File: src/ctsr_pkg.sv
// Purpose: constants for the system-control timer and status register set
// Assumes: registers reached by register number over Avalon-MM
// Notes: byte address is four times the register number
package ctsr_pkg;
  localparam logic [4:0] REG_FAULT_ADDR = 5'h08;
  localparam logic [4:0] REG_FAULT_ADDR_HI = 5'h10;
  localparam logic [4:0] REG_COUNTER = 5'h09;
  localparam logic [4:0] REG_MATCH = 5'h0B;
  localparam logic [4:0] REG_OPSTATE = 5'h0C;
  localparam logic [4:0] REG_PENDING = 5'h0D;
  localparam logic [4:0] REG_SIDEBAND = 5'h11;
  localparam logic [6:0] ADDR_W = 7'h07;
  localparam int IM_LSB = 8;
  localparam int IM_W = 8;
  localparam int TIMER_IRQ = 7;
  localparam int CU_LSB = 28;
  localparam int FR_BIT = 26;
  localparam int DS_LSB = 16;
  localparam int TS_BIT = 21;
  localparam int KX_BIT = 7;
  localparam int SX_BIT = 6;
  localparam int IE_BIT = 0;
  // Writable bits: all but the read-only TLB shutdown flag; reserved bits
  // 27, 25, 23, 19 and 16 are plain storage
  localparam logic [31:0] OPSTATE_WMASK = 32'hFFDFFFFF;
  localparam logic [31:0] OPSTATE_RESET = 32'h00010000;
  localparam logic [31:0] COUNTER_RESET = 32'h00000000;
  localparam logic [31:0] MATCH_RESET = 32'hFFFFFFFF;
  localparam logic [63:0] FAULT_RESET = 64'h0000000000000000;
  localparam logic [63:0] IFETCH_MASK = 64'h07FFFF0000000000;
  localparam logic [31:0] UNMAPPED_READ = 32'h00000000;
  localparam logic TICK_RESET = 1'b0;
endpackage : ctsr_pkg

File: src/ctsr_regs.sv
// Purpose: timer, faulting address and operating state registers
// Assumes: Avalon-MM slave, word address is the register number
// Notes: answers every access one cycle after it is presented
`timescale 1ns/100ps
module ctsr_regs
  import ctsr_pkg::*;
(
  // Clock and reset
  input wire logic core_clk,
  input wire logic resetn,
  // Avalon-MM slave
  input wire logic [6:0] avs_address,
  input wire logic avs_read,
  input wire logic avs_write,
  input wire logic [31:0] avs_writedata,
  input wire logic [3:0] avs_byteenable,
  output logic [31:0] avs_readdata,
  output logic avs_waitrequest,
  // Fault report from pipeline
  input wire logic fault_valid,
  input wire logic fault_is_bus_error,
  input wire logic fault_is_fetch,
  input wire logic [63:0] fault_address,
  // Interrupt sources and TLB shutdown event
  input wire logic [1:0] soft_irq,
  input wire logic [4:0] ext_irq,
  input wire logic perf_irq,
  input wire logic tlb_shutdown,
  // Mode inputs
  input wire logic kernel_mode,
  input wire logic [3:0] coproc_access,
  // Decoded state
  output logic irq_request,
  output logic [3:0] coproc_unusable,
  output logic extended_isa_enable_bit,
  output logic float_register_count_select,
  output logic kernel_wide_addressing,
  output logic supervisor_wide_addressing,
  output logic [7:0] timer_pending_vec
);
  logic [31:0] free_running_counter;
  logic [31:0] timer_match_value;
  logic [31:0] processor_operating_state;
  logic [63:0] faulting_virtual_address;
  logic timer_pending_bit;
  logic tlb_shutdown_flag;
  logic count_step;
  logic answered;
  logic [4:0] word;
  logic wr_hit;
  logic [1:0] soft_s1, soft_s2;
  logic [4:0] ext_s1, ext_s2;
  logic [31:0] next_readdata;
  logic [7:0] pending;
  logic [7:0] interrupt_mask_field;
  logic [3:0] coprocessor_usable_field;
  logic [8:0] diagnostic_field;

  function automatic logic [31:0] merge(input logic [31:0] old,
                                        input logic [31:0] data,
                                        input logic [3:0] be,
                                        input logic [31:0] wmask);
    logic [31:0] m;
    m = {{8{be[3]}}, {8{be[2]}}, {8{be[1]}}, {8{be[0]}}} & wmask;
    merge = (old & ~m) | (data & m);
  endfunction : merge

  assign word = avs_address[6:2];
  assign wr_hit = avs_write && !answered;
  assign interrupt_mask_field = processor_operating_state[IM_LSB +: IM_W];
  assign coprocessor_usable_field = processor_operating_state[CU_LSB +: 4];
  assign diagnostic_field = processor_operating_state[DS_LSB +: 9];
  assign pending = {timer_pending_bit, ext_s2, soft_s2};

  // Two stages: one access per two cycles, no back-to-back double write
  always_ff @(posedge core_clk or negedge resetn) begin
    if (!resetn) begin
      answered <= 1'b0;
      avs_waitrequest <= 1'b1;
    end else begin
      answered <= (avs_read || avs_write) && !answered;
      avs_waitrequest <= !((avs_read || avs_write) && !answered);
    end
  end

  ctsr_counter u_counter (
    .core_clk(core_clk),
    .resetn(resetn),
    .load(wr_hit && word == REG_COUNTER && avs_byteenable == 4'hF),
    .load_value(avs_writedata),
    .count(free_running_counter),
    .step(count_step)
  );

  ctsr_fault_capture u_fault (
    .core_clk(core_clk),
    .resetn(resetn),
    .fault_valid(fault_valid),
    .fault_is_bus_error(fault_is_bus_error),
    .fault_is_fetch(fault_is_fetch),
    .fault_address(fault_address),
    .faulting_virtual_address(faulting_virtual_address)
  );

  // External lines come from outside the clock domain
  always_ff @(posedge core_clk or negedge resetn) begin
    if (!resetn) begin
      soft_s1 <= 2'h0;
      soft_s2 <= 2'h0;
    end else begin
      soft_s1 <= soft_irq;
      soft_s2 <= soft_s1;
    end
  end

  always_ff @(posedge core_clk or negedge resetn) begin
    if (!resetn) begin
      ext_s1 <= 5'h00;
      ext_s2 <= 5'h00;
    end else begin
      ext_s1 <= ext_irq;
      ext_s2 <= ext_s1;
    end
  end

  // Sticky until reset; software has no way to clear it
  always_ff @(posedge core_clk or negedge resetn) begin
    if (!resetn) begin
      tlb_shutdown_flag <= 1'b0;
    end else begin
      tlb_shutdown_flag <= tlb_shutdown_flag | tlb_shutdown;
    end
  end

  always_ff @(posedge core_clk or negedge resetn) begin
    if (!resetn) begin
      timer_match_value <= MATCH_RESET;
    end else if (wr_hit && word == REG_MATCH) begin
      timer_match_value <= merge(timer_match_value, avs_writedata,
                                 avs_byteenable, 32'hFFFFFFFF);
    end
  end

  // Set wins over the clear from a match write
  always_ff @(posedge core_clk or negedge resetn) begin
    if (!resetn) begin
      timer_pending_bit <= 1'b0;
    end else if ((count_step && free_running_counter == timer_match_value)
                 || perf_irq) begin
      timer_pending_bit <= 1'b1;
    end else if (wr_hit && word == REG_MATCH) begin
      timer_pending_bit <= 1'b0;
    end
  end

  always_ff @(posedge core_clk or negedge resetn) begin
    if (!resetn) begin
      processor_operating_state <= OPSTATE_RESET;
    end else if (wr_hit && word == REG_OPSTATE) begin
      processor_operating_state <= merge(processor_operating_state,
        avs_writedata, avs_byteenable, OPSTATE_WMASK);
    end
  end

  always_comb begin
    next_readdata = UNMAPPED_READ;
    unique case (word)
      REG_FAULT_ADDR: next_readdata = faulting_virtual_address[31:0];
      REG_FAULT_ADDR_HI: next_readdata = faulting_virtual_address[63:32];
      REG_COUNTER: next_readdata = free_running_counter;
      REG_MATCH: next_readdata = timer_match_value;
      REG_OPSTATE: begin
        next_readdata = processor_operating_state;
        next_readdata[TS_BIT] = tlb_shutdown_flag;
      end
      REG_PENDING: next_readdata = {24'h000000, pending};
      REG_SIDEBAND: next_readdata = {31'h00000000, tlb_shutdown_flag};
      default: next_readdata = UNMAPPED_READ;
    endcase
  end

  always_ff @(posedge core_clk or negedge resetn) begin
    if (!resetn) begin
      avs_readdata <= UNMAPPED_READ;
    end else if (avs_read && !answered) begin
      avs_readdata <= next_readdata;
    end
  end

  // Decoded controls, registered so each output is a flip-flop
  always_ff @(posedge core_clk or negedge resetn) begin
    if (!resetn) begin
      irq_request <= 1'b0;
    end else begin
      irq_request <= processor_operating_state[IE_BIT]
                     && |(interrupt_mask_field & pending);
    end
  end

  // Bit 0 is waived in kernel mode only
  always_ff @(posedge core_clk or negedge resetn) begin
    if (!resetn) begin
      coproc_unusable <= 4'h0;
    end else begin
      coproc_unusable <= coproc_access & ~coprocessor_usable_field
                         & {3'h7, ~kernel_mode};
    end
  end

  always_ff @(posedge core_clk or negedge resetn) begin
    if (!resetn) begin
      extended_isa_enable_bit <= 1'b0;
    end else begin
      extended_isa_enable_bit <= coprocessor_usable_field[3];
    end
  end

  always_ff @(posedge core_clk or negedge resetn) begin
    if (!resetn) begin
      float_register_count_select <= 1'b0;
    end else begin
      float_register_count_select <=
        processor_operating_state[FR_BIT];
    end
  end

  always_ff @(posedge core_clk or negedge resetn) begin
    if (!resetn) begin
      kernel_wide_addressing <= 1'b0;
    end else begin
      kernel_wide_addressing <=
        processor_operating_state[KX_BIT];
    end
  end

  always_ff @(posedge core_clk or negedge resetn) begin
    if (!resetn) begin
      supervisor_wide_addressing <= 1'b0;
    end else begin
      supervisor_wide_addressing <=
        processor_operating_state[SX_BIT];
    end
  end

  always_ff @(posedge core_clk or negedge resetn) begin
    if (!resetn) begin
      timer_pending_vec <= 8'h00;
    end else begin
      timer_pending_vec <= pending;
    end
  end
endmodule : ctsr_regs

File: src/ctsr_counter.sv
// Purpose: free-running counter at half the pipeline clock rate
// Assumes: one clock, tick toggles every cycle
// Notes: a load restarts nothing but the value
`timescale 1ns/100ps
module ctsr_counter
  import ctsr_pkg::*;
(
  // Clock and reset
  input wire logic core_clk,
  input wire logic resetn,
  // Load
  input wire logic load,
  input wire logic [31:0] load_value,
  // State
  output logic [31:0] count,
  output logic step
);
  logic tick;

  always_ff @(posedge core_clk or negedge resetn) begin
    if (!resetn) begin
      tick <= TICK_RESET;
    end else begin
      tick <= ~tick;
    end
  end

  always_ff @(posedge core_clk or negedge resetn) begin
    if (!resetn) begin
      count <= COUNTER_RESET;
      step <= 1'b0;
    end else begin
      step <= tick & ~load;
      if (load) begin
        count <= load_value;
      end else if (tick) begin
        count <= count + 32'h00000001;
      end
    end
  end
endmodule : ctsr_counter

File: src/ctsr_fault_capture.sv
// Purpose: faulting address capture
// Assumes: fault strobe is one cycle wide from pipeline logic
// Notes: bus errors never update the address
`timescale 1ns/100ps
module ctsr_fault_capture
  import ctsr_pkg::*;
(
  // Clock and reset
  input wire logic core_clk,
  input wire logic resetn,
  // Fault report
  input wire logic fault_valid,
  input wire logic fault_is_bus_error,
  input wire logic fault_is_fetch,
  input wire logic [63:0] fault_address,
  // Captured address
  output logic [63:0] faulting_virtual_address
);
  function automatic logic [63:0] fill_fetch(input logic [63:0] a);
    // Fill bits 58:40 from bit 39, as a sign extension
    fill_fetch = (a & ~IFETCH_MASK) | ({64{a[39]}} & IFETCH_MASK);
  endfunction : fill_fetch

  always_ff @(posedge core_clk or negedge resetn) begin
    if (!resetn) begin
      faulting_virtual_address <= FAULT_RESET;
    end else if (fault_valid && !fault_is_bus_error) begin
      faulting_virtual_address <= fault_is_fetch ?
        fill_fetch(fault_address) : fault_address;
    end
  end
endmodule : ctsr_fault_capture

File: config.mk
export PLATFORM = sky130hd
export DESIGN_NAME = ctsr_regs
export DESIGN_NICKNAME = d
export VERILOG_FILES = /design/src/ctsr_pkg.sv /design/src/ctsr_regs.sv /design/src/ctsr_counter.sv /design/src/ctsr_fault_capture.sv
export SDC_FILE = /design/constraint.sdc
export NUM_CORES = 1
export LEC_CHECK = 0
export BUFFER_PORTS_ARGS = -buffer_cell sky130_fd_sc_hd__buf_2
export CORE_MARGIN = 2
export CORE_UTILIZATION = 40
export CTS_BUF_LIST = sky130_fd_sc_hd__clkbuf_2
export CTS_CLUSTER_SIZE = 24
export DETAILED_ROUTE_END_ITERATION = 8
export PLACE_DENSITY_LB_ADDON = 0.2
export SLEW_MARGIN = 5
export SYNTH_ARGS = -nofsm -noshare
export SYNTH_HDL_FRONTEND = slang
export SYNTH_SLANG_ARGS = --single-unit
File: constraint.sdc
create_clock -name core_clk -period 2.3 [get_ports core_clk]
set_input_delay 0.115 -clock core_clk [delete_from_list [all_inputs] [get_ports core_clk]]
set_output_delay 0.115 -clock core_clk [all_outputs]
set_load 0.02 [all_outputs]
==> metrics.md <==
| Metric | Value |
|---|---|
| Post-synthesis xor/xnor area fraction | 5.41% |
| Crit. End Element | register |
| VDD IR-drop max | 0.317 mV |
| GRT Util Overall | 25.3% |
| Syn Inst Count | 848 |
| Post-DR vias/cell | 5.19 |
| # setup viols final | 0 |
| Final setup skew | 0.0633 ns |
| RSZ-0062 raised after global routing | no |
| Die Span Y | 164 um |
| Clock buffer count from CTS | 60 |
| Main synth FF type | dfrtp_1 |
| Final Wtd Congestion | 0.926 |
| CTS tree | yes |
| Slew HR | 44.8% |
| Post-Synth Adder-Cell Area | 0.123% |
| Initial Util | 40.6% |
| Drt first pass iters | 8 |
| Slew @ Worst Pin | 0.828 ns |
| Max-slew violation count | 0 |
| Largest family of logic cells by synthesized area | compound AO/OA/AOI/OAI gates |
| Post-synthesis simple-gate area fraction | 8.92% |
| Clock input transition at the sequential cells of the worst setup and hold paths | 0.11 ns |
| WP data required | 3.08 ns |
| # nets final | 1471 |
| Synth Register Bits | 228 |
| Pwr dens | 635 mW/mm^2 |
| Yosys top cell area share | 47.6% |
| Layout cell share with drive strength beyond 1 | 34.6% |
| Synth Area in Compound Gates | 13.6% |
| Final Power | 9.55 mW |
| Post-route DRC | 0 |
| FP Rows | 58 |
| Post-synth EDFFs | 0 |
| Setup_tns | 0 ns |
| # fillers | 2157 |
| Mean area per synthesized cell | 12.0 um^2 |
| Critical path class | in -> reg |
| Mean routed wirelength per cell | 19.2 um |
| Initial drt markers | 682 |
| First-pass GRT wire length | 51800 um |
| H-Tree Depth | 2 |
| Largest cells by area after synthesis | dfrtp_1 (48%), mux2_2 (13%), dfstp_2 (8.8%) |
| Core area | 0.0251 mm^2 |
| Clk_lat worst skew | 0.88 ns |
| Antenna violations before repair | 2 |
| IO Pins | 178 |
| Ys async rst share | 100% |
| Post-layout min period | 2.11 ns |
| Vias post-DR | 8952 |
| Area Growth Syn to Fin | 47.4% |
| Mapped cell area | 0.0102 mm^2 |
| Seq/Total Area, Yosys | 56.3% |
| ANT nets after route | 0 |
| Synth area leader | dfrtp_1 |
| Vias in the first global route | 9390 |
| Port-buffer cells | 175 |
| Grt total ovfl | 0 |
| Area of the multi-input gates | 0.00417 mm^2 |
| Max Cap Violations | 0 |
| Mapped Nets | 977 |
| Post-synthesis mux area share | 12.7% |
| Synth cell types | 55 |
| DIE WIDTH | 164 um |
| Critical Path AT | 2.89 ns |
| Die Area | 0.0268 mm^2 |
| DP HPWL | 20400 um |
| Root Buffer Master | clkbuf_2 |
| Leakage | 6.94 nW |
| Wirelength, routed | 33200 um |
| Worst setup SP type | input port |
| Outcome | finished clean |
| Worst hold path class | in -> reg |
| Critical Path Fanout Max | 29 |
| Register area | 0.00575 mm^2 |
| Part of the cycle the worst path needs | 91.7% |
| Clk sink count | 228 |
| Max frequency | 474 MHz |
| Pin count of the biggest net entering global routing | 84 |
| Hold Vio Cnt, Final | 0 |
| Clock Path Buffers | 3 |
| Yosys warnings | 0 |
[synthesized netlist by cell type, drive strengths merged, types with 3 or more instances]
| library cell | count |
|---|---|
| a21o | 31 |
| a21oi | 69 |
| a222oi | 32 |
| a22o | 3 |
| a22oi | 31 |
| and2 | 4 |
| and3 | 4 |
| buf | 23 |
| clkbuf | 36 |
| dfrtp | 194 |
| dfstp | 34 |
| inv | 11 |
| mux2 | 114 |
| nand2 | 55 |
| nand2b | 3 |
| nand3 | 9 |
| nand4 | 12 |
| nor2 | 33 |
| nor2b | 6 |
| nor3 | 14 |
| nor3b | 3 |
| nor4 | 10 |
| o21ai | 32 |
| or2 | 3 |
| xnor2 | 40 |
| xor2 | 23 |
[routing by layer]
| metal | vias to the layer above | GRT usage [%] | share of wire (%) |
|---|---|---|---|
| li1 | 4114 | - | - |
| met2 | 335 | 42.9 | 49 |
| met5 | - | 0 | 0 |
| met1 | 4450 | 31.8 | 42 |
| met3 | 53 | 6.24 | 7.0 |
| met4 | 0 | 7.89 | 2.2 |
[what timing repair did]
action / in CTS / in global routing
gates resized for setup: 0 / 1
endpoints found under the setup margin: 0 / 2
endpoints found under the hold margin: 420 / 1
setup buffers: 0 / 0
hold buffers: 284 / 1
[final timing paths]
check,from,endpoint,slack (ns),cells after the start
setup / recovery,avs_address[2],u_counter.count[26],0.19,9
hold / removal,avs_writedata[23],register,0.05,3
setup reg to reg,answered,u_counter.count[26],0.21,6
hold reg to reg,soft_s1[0],soft_s2[0],0.33,0
max in group asynchronous,resetn,asynchronous set/reset pin,1.44,4
min in group asynchronous,resetn,asynchronous set/reset pin,0.44,3
[through the flow]
step	cells	hold WS (ns)	utilization, %	instance area [um^2]	setup slack [ns]
CTS	1723	0.00388	59.8	15000	0.165
global route	1726	0.000504	59.9	15000	0.0488
global placement	1325	0.106	46.1	11600	0.258
floorplan	848	-0.181	-	10200	0.457
finish	1726	0.0504	59.9	15000	0.192
detailed placement	1325	0.110	46.1	11600	0.238
[report_power, final]
| part | internal (mW) | switching [mW] | total (mW) |
|---|---|---|---|
| Sequential | 4.44 | 0.324 | 4.76 |
| Clock | 1.26 | 1.72 | 2.99 |
| Combinational | 1.03 | 0.773 | 1.80 |
| Total | 6.73 | 2.82 | 9.55 |
[layout make-up]
cell class	count	area share, %
Clock inverter	13	0.541
Sequential cell	228	38.2
Inverter	12	0.300
Clock buffer	101	3.36
Antenna cell	2	0.0333
Multi-Input combinational cell	549	27.7
Timing Repair Buffer	491	27.0
Tap cell	330	2.75
[placed cells by master (no fill, tap or decap), types with 9 or more instances in the layout]
| master | n |
|---|---|
| a22oi_1 | 31 |
| mux2_2 | 114 |
| dfrtp_1 | 194 |
| clkinv_1 | 11 |
| dlygate4sd3_1 | 284 |
| xnor2_1 | 40 |
| nand4_1 | 11 |
| nand2_1 | 51 |
| dfstp_2 | 34 |
| inv_1 | 11 |
| clkbuf_2 | 101 |
| xor2_1 | 23 |
| a222oi_1 | 32 |
| a21o_1 | 31 |
| buf_2 | 174 |
| nor2_1 | 33 |
| buf_4 | 25 |
| o21ai_1 | 9 |
| o21ai_0 | 23 |
| a21oi_1 | 69 |
| nor3_1 | 11 |
[logic make-up after synthesis]
logic type | count (synthesis)
muxes | 115
and+or+nand+nor | 164
AOI/OAI and AO/OA | 206
adders and majority gates | 1
DFF | 228
buffers and inverters | 71
xor gates and xnor gates | 63
[worst max-delay path: stages]
cell and delay, ns:
dlygate4sd3_1 0.54, buf_2 0.28, nor2b_2 0.39, nand2_1 0.15, nor3_4 0.31, buf_4 0.35, nand2_1 0.10, dlygate4sd3_1 0.57
o21ai_1 0.07
(Power assumes the default switching activity.)
